[src/shared/sdi_regs_pkg.sv]
// Register map constants for the EDH, format and payload register bank
`default_nettype none
package sdi_regs_pkg;
	localparam int                ADDR_W              = 8;
	localparam int                DATA_W              = 16;
	localparam int                STD_W               = 5;
	localparam int                EDH_FLAG_W          = 15;

	localparam logic [ADDR_W-1:0] OFS_EDH_FLAG_PROGRAM    = 8'h03;
	localparam logic [ADDR_W-1:0] OFS_FORMAT_DETECT       = 8'h04;
	localparam logic [ADDR_W-1:0] OFS_RESERVED_A          = 8'h05;
	localparam logic [ADDR_W-1:0] OFS_STANDARD_OVERRIDE   = 8'h06;
	localparam logic [ADDR_W-1:0] OFS_EDH_VALIDITY        = 8'h07;
	localparam logic [ADDR_W-1:0] OFS_INSERT_POSITION     = 8'h08;
	localparam logic [ADDR_W-1:0] OFS_RESERVED_B          = 8'h09;
	localparam logic [ADDR_W-1:0] OFS_LUMA_LOW            = 8'h0a;
	localparam logic [ADDR_W-1:0] OFS_LUMA_HIGH           = 8'h0b;
	localparam logic [ADDR_W-1:0] OFS_CHROMA_LOW          = 8'h0c;
	localparam logic [ADDR_W-1:0] OFS_CHROMA_HIGH         = 8'h0d;

	// Flag register: bit 14 read-only, bit 15 reserved
	localparam int                EDH_ANC_UNKNOWN_BIT     = 14;
	localparam int                EDH_ANC_LSB             = 10;
	localparam int                EDH_FF_LSB              = 5;
	localparam int                EDH_AP_LSB              = 0;
	localparam logic [DATA_W-1:0] EDH_FLAG_WMASK          = 16'h3fff;
	localparam logic [DATA_W-1:0] EDH_FLAG_RST            = 16'h0000;

	// Format status fields
	localparam int                FMT_HLOCK_BIT           = 0;
	localparam int                FMT_VLOCK_BIT           = 1;
	localparam int                FMT_STDLOCK_BIT         = 2;
	localparam int                FMT_INTERLACE_BIT       = 4;
	localparam int                FMT_STD_LSB             = 5;

	// Standard override fields
	localparam int                OVR_CODE_LSB            = 0;
	localparam int                OVR_ENABLE_BIT          = 5;
	localparam logic [DATA_W-1:0] OVR_WMASK               = 16'h003f;
	localparam logic [DATA_W-1:0] OVR_RST                 = 16'h0000;

	// Validity status fields
	localparam int                VAL_AP_BIT              = 0;
	localparam int                VAL_FF_BIT              = 1;

	// Insertion position
	localparam int                POS_EARLIEST_BIT        = 0;
	localparam logic [DATA_W-1:0] POS_WMASK               = 16'h0001;
	localparam logic [DATA_W-1:0] POS_RST                 = 16'h0001;

	// Payload byte words
	localparam logic [DATA_W-1:0] PAYLOAD_WMASK           = 16'hffff;
	localparam logic [DATA_W-1:0] PAYLOAD_RST             = 16'h0000;
	localparam int                PAYLOAD_WORDS           = 4;
endpackage : sdi_regs_pkg
`default_nettype wire
[src/rtl/host_word_reg.sv]
// One host-writable 16-bit word with per-bit write mask and reset value
`timescale 1ns/10ps
`default_nettype none
module host_word_reg
	import sdi_regs_pkg::*;
#(
	parameter logic [DATA_W-1:0] WMASK   = 16'hffff,
	parameter logic [DATA_W-1:0] RST_VAL = 16'h0000
) (
	input  wire logic              clk_sys,
	input  wire logic              reset,
	input  wire logic              wr_en,
	input  wire logic [DATA_W-1:0] wr_data,
	output logic      [DATA_W-1:0] value
);
	logic [DATA_W-1:0] word_r;
	logic [DATA_W-1:0] word_nxt;

	// Masked bits keep their reset value, so read-only bits never take a write
	assign word_nxt = wr_en ? ((wr_data & WMASK) | (RST_VAL & ~WMASK)) : word_r;
	assign value    = word_r;

	always_ff @(posedge clk_sys) begin
		if (reset) begin
			word_r <= RST_VAL;
		end else begin
			word_r <= word_nxt;
		end
	end
endmodule : host_word_reg
`default_nettype wire

[src/rtl/sdi_edh_format_payload_regs.sv]
// EDH flag, format status, standard override and 352M payload register bank
//
// Behaviour
// - The flag register holds five ancillary, five full-field and five active-picture flags in bits 14..0, bit 15 reads zero.
// - Flag bit 14 is read-only and follows the incoming flag, the other fourteen flag bits are host read/write and reset to zero.
// - With the update control low the programmed flags go into outgoing EDH packets, with it high the incoming flags are kept.
// - Format status shows standard lock at bit 2, vertical lock at bit 1 and horizontal lock at bit 0, active high and read-only.
// - Format status shows interlace at bit 4 (high interlaced) and the five-bit detected standard in bits 9..5.
// - When override bit 5 is high the host code in bits 4..0 replaces the flywheel standard.
// - The validity status register shows the full-field bit at 1 and the active-picture bit at 0, read-only.
// - Position bit 0, reset 1, selects first available ancillary space when high and right after EAV and CRC when low.
// - Luma payload bytes 1..4 sit in two host-writable words, odd byte low and even byte high.
// - Chroma payload bytes 1 and 2 sit in bits 7..0 and 15..8 of the next word and reset to zero.
// - Chroma payload bytes 3 and 4 sit in the following word at bits 7..0 and 15..8.
// - Payload packets are inserted unless the processing disable bit is high.
`timescale 1ns/10ps
`default_nettype none
module sdi_edh_format_payload_regs (
	input  wire logic                           CLK_SYS,
	input  wire logic                           RESET,
	input  wire logic [sdi_regs_pkg::ADDR_W-1:0] REG_ADDR,
	input  wire logic [sdi_regs_pkg::DATA_W-1:0] REG_WDATA,
	input  wire logic                           REG_WE,
	input  wire logic                           REG_RE,
	output logic      [sdi_regs_pkg::DATA_W-1:0] REG_RDATA,
	output logic                                REG_RVALID,
	input  wire logic                           EDH_UPDATE_CONTROL,
	input  wire logic                           PAYLOAD_INSERT_DISABLE,
	input  wire logic [sdi_regs_pkg::EDH_FLAG_W-1:0] EDH_FLAGS_IN,
	input  wire logic                           H_LOCK_IN,
	input  wire logic                           V_LOCK_IN,
	input  wire logic                           STANDARD_LOCKED_IN,
	input  wire logic                           INTERLACE_FLAG_IN,
	input  wire logic [sdi_regs_pkg::STD_W-1:0] FLYWHEEL_STANDARD_IN,
	input  wire logic                           FULL_FIELD_VALIDITY_IN,
	input  wire logic                           ACTIVE_PICTURE_VALIDITY_IN,
	output logic      [sdi_regs_pkg::EDH_FLAG_W-1:0] EDH_FLAGS_OUT,
	output logic      [sdi_regs_pkg::STD_W-1:0] ACTIVE_STANDARD,
	output logic                                PAYLOAD_INSERT_ENABLE,
	output logic                                EARLIEST_SPACE_SELECT,
	output logic      [31:0]                    LUMA_PAYLOAD,
	output logic      [31:0]                    CHROMA_PAYLOAD
);
	import sdi_regs_pkg::*;

	// Writable words: flags, override, position, four payload words
	localparam int NUM_WR = 7;
	localparam logic [ADDR_W-1:0] WR_OFS   [NUM_WR] = '{OFS_EDH_FLAG_PROGRAM,
		OFS_STANDARD_OVERRIDE, OFS_INSERT_POSITION, OFS_LUMA_LOW, OFS_LUMA_HIGH,
		OFS_CHROMA_LOW, OFS_CHROMA_HIGH};
	localparam logic [DATA_W-1:0] WR_MASK  [NUM_WR] = '{EDH_FLAG_WMASK, OVR_WMASK,
		POS_WMASK, PAYLOAD_WMASK, PAYLOAD_WMASK, PAYLOAD_WMASK, PAYLOAD_WMASK};
	localparam logic [DATA_W-1:0] WR_RST   [NUM_WR] = '{EDH_FLAG_RST, OVR_RST,
		POS_RST, PAYLOAD_RST, PAYLOAD_RST, PAYLOAD_RST, PAYLOAD_RST};

	logic [DATA_W-1:0]     wr_value [NUM_WR];
	logic [DATA_W-1:0]     edh_flag_program;
	logic [DATA_W-1:0]     standard_override;
	logic [DATA_W-1:0]     payload_insert_position;
	logic [DATA_W-1:0]     luma_payload_bytes_low;
	logic [DATA_W-1:0]     luma_payload_bytes_high;
	logic [DATA_W-1:0]     chroma_payload_bytes_low;
	logic [DATA_W-1:0]     chroma_payload_bytes_high;
	logic [DATA_W-1:0]     edh_flag_view;
	logic [DATA_W-1:0]     format_detect_status;
	logic [DATA_W-1:0]     edh_validity_status;
	logic [DATA_W-1:0]     rd_mux;
	logic                  override_enable;
	logic [STD_W-1:0]      forced_standard_code;
	logic [EDH_FLAG_W-1:0] programmed_flags;
	logic [EDH_FLAG_W-1:0] edh_flags_nxt;
	logic [STD_W-1:0]      standard_nxt;
	logic [DATA_W-1:0]     rdata_r;
	logic                  rvalid_r;
	logic [EDH_FLAG_W-1:0] edh_flags_r;
	logic [STD_W-1:0]      standard_r;
	logic                  insert_en_r;
	logic                  earliest_r;
	logic [31:0]           luma_r;
	logic [31:0]           chroma_r;

	// Writes to reserved or read-only words match no entry and are dropped
	generate
		for (genvar i = 0; i < NUM_WR; i++) begin : g_wr
			host_word_reg #(
				.WMASK   (WR_MASK[i]),
				.RST_VAL (WR_RST[i])
			) u_word (
				.clk_sys (CLK_SYS),
				.reset   (RESET),
				.wr_en   (REG_WE && (REG_ADDR == WR_OFS[i])),
				.wr_data (REG_WDATA),
				.value   (wr_value[i])
			);
		end
	endgenerate

	assign edh_flag_program          = wr_value[0];
	assign standard_override         = wr_value[1];
	assign payload_insert_position   = wr_value[2];
	assign luma_payload_bytes_low    = wr_value[3];
	assign luma_payload_bytes_high   = wr_value[4];
	assign chroma_payload_bytes_low  = wr_value[5];
	assign chroma_payload_bytes_high = wr_value[6];

	// Bit 14 is not host-owned; it follows the incoming unknown-error flag
	assign programmed_flags = {EDH_FLAGS_IN[EDH_ANC_UNKNOWN_BIT],
		edh_flag_program[EDH_ANC_UNKNOWN_BIT-1:0]};
	assign edh_flag_view    = {1'b0, programmed_flags};

	assign format_detect_status = {6'h00, FLYWHEEL_STANDARD_IN, INTERLACE_FLAG_IN, 1'b0,
		STANDARD_LOCKED_IN, V_LOCK_IN, H_LOCK_IN};
	assign edh_validity_status  = {14'h0000, FULL_FIELD_VALIDITY_IN,
		ACTIVE_PICTURE_VALIDITY_IN};

	assign override_enable      = standard_override[OVR_ENABLE_BIT];
	assign forced_standard_code = standard_override[OVR_CODE_LSB +: STD_W];

	// Read decode; reserved words and unmapped addresses read zero
	assign rd_mux =
		(REG_ADDR == OFS_EDH_FLAG_PROGRAM)  ? edh_flag_view :
		(REG_ADDR == OFS_FORMAT_DETECT)     ? format_detect_status :
		(REG_ADDR == OFS_STANDARD_OVERRIDE) ? standard_override :
		(REG_ADDR == OFS_EDH_VALIDITY)      ? edh_validity_status :
		(REG_ADDR == OFS_INSERT_POSITION)   ? payload_insert_position :
		(REG_ADDR == OFS_LUMA_LOW)          ? luma_payload_bytes_low :
		(REG_ADDR == OFS_LUMA_HIGH)         ? luma_payload_bytes_high :
		(REG_ADDR == OFS_CHROMA_LOW)        ? chroma_payload_bytes_low :
		(REG_ADDR == OFS_CHROMA_HIGH)       ? chroma_payload_bytes_high :
		16'h0000;

	// Flag source for outgoing EDH packets
	assign edh_flags_nxt = EDH_UPDATE_CONTROL ? EDH_FLAGS_IN : programmed_flags;
	// Override swaps the flywheel code for the host code
	assign standard_nxt  = override_enable ? forced_standard_code
		: FLYWHEEL_STANDARD_IN;

	always_ff @(posedge CLK_SYS) begin
		if (RESET) begin
			rdata_r  <= 16'h0000;
			rvalid_r <= 1'b0;
		end else begin
			rdata_r  <= REG_RE ? rd_mux : rdata_r;
			rvalid_r <= REG_RE;
		end
	end

	// Outputs registered so the inserters see glitch-free values
	always_ff @(posedge CLK_SYS) begin
		if (RESET) begin
			edh_flags_r <= 15'h0000;
			standard_r  <= 5'h00;
			insert_en_r <= 1'b0;
			earliest_r  <= POS_RST[POS_EARLIEST_BIT];
			luma_r      <= 32'h0000_0000;
			chroma_r    <= 32'h0000_0000;
		end else begin
			edh_flags_r <= edh_flags_nxt;
			standard_r  <= standard_nxt;
			insert_en_r <= ~PAYLOAD_INSERT_DISABLE;
			earliest_r  <= payload_insert_position[POS_EARLIEST_BIT];
			luma_r      <= {luma_payload_bytes_high, luma_payload_bytes_low};
			chroma_r    <= {chroma_payload_bytes_high, chroma_payload_bytes_low};
		end
	end

	assign REG_RDATA             = rdata_r;
	assign REG_RVALID            = rvalid_r;
	assign EDH_FLAGS_OUT         = edh_flags_r;
	assign ACTIVE_STANDARD       = standard_r;
	assign PAYLOAD_INSERT_ENABLE = insert_en_r;
	assign EARLIEST_SPACE_SELECT = earliest_r;
	assign LUMA_PAYLOAD          = luma_r;
	assign CHROMA_PAYLOAD        = chroma_r;
endmodule : sdi_edh_format_payload_regs
`default_nettype wire

[config.mk]
export PLATFORM = sky130hd
export DESIGN_NAME = sdi_edh_format_payload_regs
export DESIGN_NICKNAME = d
export VERILOG_FILES = /design/src/shared/sdi_regs_pkg.sv /design/src/rtl/host_word_reg.sv /design/src/rtl/sdi_edh_format_payload_regs.sv
export SDC_FILE = /design/constraint.sdc
export NUM_CORES = 1
export LEC_CHECK = 0
export ABC_AREA = 1
export BUFFER_PORTS_ARGS = -buffer_cell sky130_fd_sc_hd__buf_2
export CORE_MARGIN = 8
export CORE_UTILIZATION = 55
export CTS_CLUSTER_DIAMETER = 150
export DETAILED_ROUTE_END_ITERATION = 7
export PLACE_DENSITY = 0.79
export SYNTH_ARGS = -nofsm -noshare
export SYNTH_HDL_FRONTEND = slang
export SYNTH_HIERARCHICAL = 1
export SYNTH_SLANG_ARGS = --single-unit
[constraint.sdc]
create_clock -name CLK_SYS -period 1.9 [get_ports CLK_SYS]
set_input_delay 0 -clock CLK_SYS [delete_from_list [all_inputs] [get_ports CLK_SYS]]
set_output_delay 0 -clock CLK_SYS [all_outputs]
set_load 0.03 [all_outputs]
Word-level counts from Yosys, hierarchy flattened
Cells that the tools add are included.

Equal/unequal tests: 9. Muxes and demuxes: 11. Bitwise logic cells: 1. Reduce and logical (&&, ||, !) cells: 7.

Operator list (count): $mux W16 (9); $eq A8 B4 Y1 const B (5); $eq A8 B3 Y1 const B (3); $mux W14 (1); $eq A8 B2 Y1 const B (1); $logic_and A1 B1 Y1 (7); $mux W5 (1); $not A1 Y1 (1).

Register bits after elaboration: 188. Bits of input ports: 56. Output and inout bits: 103. Logic and storage cells: 43.

Longest topological paths before layout
Word-level depth: 10. Gate-level depth with buffers: 11. Gate-level depth less buffers: 10.

By module
The synthesis kept the hierarchy.

By module, submodules not included: sdi_edh_format_payload_regs (instances 1, cells an instance 609, area each 4406.7 µm², sequential area each 2062.0 µm²); host_word_reg (g_wr[3].u_word ...) (instances 4, cells an instance 101, area each 670.6 µm², sequential area each 320.3 µm²); host_word_reg (g_wr[0].u_word) (instances 1, cells an instance 92, area each 606.8 µm², sequential area each 280.3 µm²); host_word_reg (g_wr[1].u_word) (instances 1, cells an instance 49, area each 326.6 µm², sequential area each 120.1 µm²); host_word_reg (g_wr[2].u_word) (instances 1, cells an instance 22, area each 163.9 µm², sequential area each 20.0 µm²).

Worst setup path after synthesis
OpenSTA, ideal clock, no wires.

Kind: in2reg. Start point: input port REG_ADDR[7] (netlist name). End point: register g_wr[4].u_word.word_r[4]. Library setup time: 0.114 ns. Arrival time: 1.296 ns. Data required time: 1.786 ns. Setup slack: 0.490 ns. Cell stages on the path: 7. Path buffers: 1. Cell sequence: nor2_1 -> nand2_2 -> nor4_1 -> buf_6 -> nand2_1 -> nand2_1 -> nor2_2.

Cells in the longest elaborated chain, start to end: 2.

RTL lines: start, declared (line sdi_edh_format_payload_regs.sv:21) `input wire logic [sdi_regs_pkg::ADDR_W-1:0] REG_ADDR,`; $eq A8 B4 Y1 (line sdi_edh_format_payload_regs.sv:91) `.wr_en (REG_WE && (REG_ADDR == WR_OFS[i])),`; $logic_and A1 B1 Y1 (line sdi_edh_format_payload_regs.sv:91); end signal, assigned (line host_word_reg.sv:27) `word_r <= word_nxt;`; end, declared (line host_word_reg.sv:16) `logic [DATA_W-1:0] word_r;`.

No other way between the ends. A chain may end at the register's enable or synchronous reset.

==> results.tsv <==
stage	metric	value	unit
setup_path	crit end category	flop	
layout	fin cells	1568	
global_route	initial antenna violation count	3	
status	status	complete, no violations	
sta	Fin Setup TNS	0	ps
floorplan	die area	0.0190	mm2
sta	Period Utilization, post-route	91.7	%
floorplan	Core Area	0.0145	mm2
sta	clk_skew	9.84	ps
floorplan	Starting Density	56.2	%
global_route	gr usage total	25.8	%
sta	Final Setup Violations	0	
layout	Core Util, Final	68.7	%
global_route	largest net degree at the start of global routing	33	
drt	DR pass1 iterations	7	
layout	Area Overhead vs Synth	22.2	%
setup_path	Crit Path Max Fanout	21	
run	max_cap viols	0	
power_and_ir_drop	maximum VDD drop	590	uV
clock_tree	Post-CTS Setup Repair Bufs	0	
sta	Worst Setup Slack, final	157	ps
clock_tree	cts hold-fix bufs	54	
layout	fillcell total	1265	
placement	# port buffers	158	
global_route	first-pass GRT wire length	37.5	mm
drt	Routed WL per cell	15.6	um
sta	fin crit period	1740	ps
sta	fin. max-slew vios	0	
power_and_ir_drop	Leakage Power	4.95	nW
synth	Post-Synthesis Cell Area	0.00817	mm2
clock_tree	CTS clock-pin slew for the worst setup and hold paths	70	ps
clock_tree	post_cts resized	0	
synth	Post-Synthesis Mean Instance Area	6.96	um2
sta	Fmax	574	MHz
placement	placed insts	1481	
global_route	vias in the first global route	7215	
clock_tree	worst skew pair latency	440	ps
sta	Slew headroom	62.4	%
synth	Synth Instances	1173	
floorplan	die width	138	um
synth	YS warnings	6	
drt	WL final	24.5	mm
clock_tree	CTS tree	yes	
drt	DRC viols	0	
layout	NumNets Final	1426	
placement	DP Worst Slack	329	ps
floorplan	io pins	159	
clock_tree	clock sinks	188	
global_route	GRT Residual Overflow	0	
worst_hold_path	Hold WC Path Type	in2reg	
setup_path	Critical Path Source Type	input pin	
setup_path	Crit path arrival time	2120	ps
power_and_ir_drop	Design Power	8.16	mW
power_and_ir_drop	power per cell area	817	mW/mm2
sta	Fin. Hold Viols	0	
drt	total number of vias	7686	
sta	RSZ-0062 raised after global routing	no	
floorplan	Die Y	138	um
clock_tree	clock buffer depth	2	
clock_tree	Inserted Clock Buffers	17	
clock_tree	Root Buffer	clkbuf_16	
layout	layout cells sized above 1	18.2	%
placement	DP HPWL	17.3	mm
drt	initial DRC count	700	
floorplan	Row Count	44	
drt	antenna viol nets, final	0	
setup_path	CP Class	in2reg	
setup_path	Req. time, crit path	2280	ps
sta	Worst-Margin Slew	562	ps
drt	vias per cell	4.90	
clock_tree	H-tree levels	4	
placement	RePlAce Congestion	0.969	
## flip-flops by register name, indices dropped and copies added (netlist names)
name	cells
ACTIVE_STANDARD	5
EARLIEST_SPACE_SELECT	1
PAYLOAD_INSERT_ENABLE	1
CHROMA_PAYLOAD	32
REG_RVALID	1
LUMA_PAYLOAD	32
EDH_FLAGS_OUT	15
g_wr.u_word/value	85
REG_RDATA	16
## power breakdown
part / switching, mW / internal [mW] / leakage [nW]
combinational: 0.432 / 0.230 / 3.14
clock: 1.59 / 1.91 / 0.280
sequential: 0.0181 / 3.98 / 1.52
total: 2.04 / 6.12 / 4.95
## cell type report
| class | count | area, um2 | area share, % |
|---|---|---|---|
| sequential | 188 | 3760 | 37.7 |
| inverter | 193 | 727 | 7.28 |
| antenna | 2 | 5.00 | 0.0501 |
| multi-input combinational | 742 | 3220 | 32.3 |
| clock inverter | 12 | 126 | 1.27 |
| timing repair buffer | 228 | 1450 | 14.5 |
| tap | 184 | 230 | 2.31 |
| clock buffer | 19 | 453 | 4.54 |
## through the flow
step | area [um2] | hold slack (ps)
final | 9980 | 13.7
after global routing | 9980 | 33.2
after CTS | 9980 | 2.31
after detailed placement | 8860 | 164
after global placement | 8860 | 156
after floorplan | 8250 | 72.4
## cell usage in the layout, fill, tap and decap left out, types with 2 or more instances in the layout
cell and instances:
nor3_2 6, nand3_1 61, dfxtp_1 188, nor2_4 3
o21ai_0 21, nor2_1 290, diode_2 2, clkbuf_8 2
nand2_1 242, o22ai_1 5, a21oi_2 2, buf_4 16
inv_2 5, clkinv_4 2, dlygate4sd3_1 54, nor2_2 13
o21bai_1 8, nand4_1 8, nor4_2 2, o21ai_1 5
nor3_4 2, inv_6 6, a21oi_1 33, buf_2 158
nand2_4 3, conb_1 25, clkinvlp_4 2, nand2_2 5
o21ai_2 2, inv_1 186, clkbuf_16 17
## worst max-delay path, stage by stage
cell and delay [ps]:
dlygate4sd3_1 530, buf_2 230, inv_1 440, o21ai_0 210
nor2_1 140, dlygate4sd3_1 550
## routing by layer
layer | part of all wire, % | GRT usage [%] | wire length (um)
met1 | 42 | 32.9 | 10400
met2 | 44 | 39.4 | 10700
met3 | 10 | 7.64 | 2490
met4 | 3.7 | 12.0 | 913
met5 | 0.098 | 0 | 24
## worst paths after layout
kind                                         end               startpoint  slack (ps)  cells past startpoint
worst min register to register   LUMA_PAYLOAD[9]  g_wr[3].u_word/value[9]         460                      2
worst max register to register      REG_RDATA[0]  g_wr[4].u_word/value[0]         400                      7
worst max-delay path            EDH_FLAGS_OUT[7]                    RESET         160                      6
worst min-delay path                REG_RDATA[1]   FULL_FIELD_VALIDITY_IN          10                      5
No activity file was read; power rests on OpenSTA's default activity.
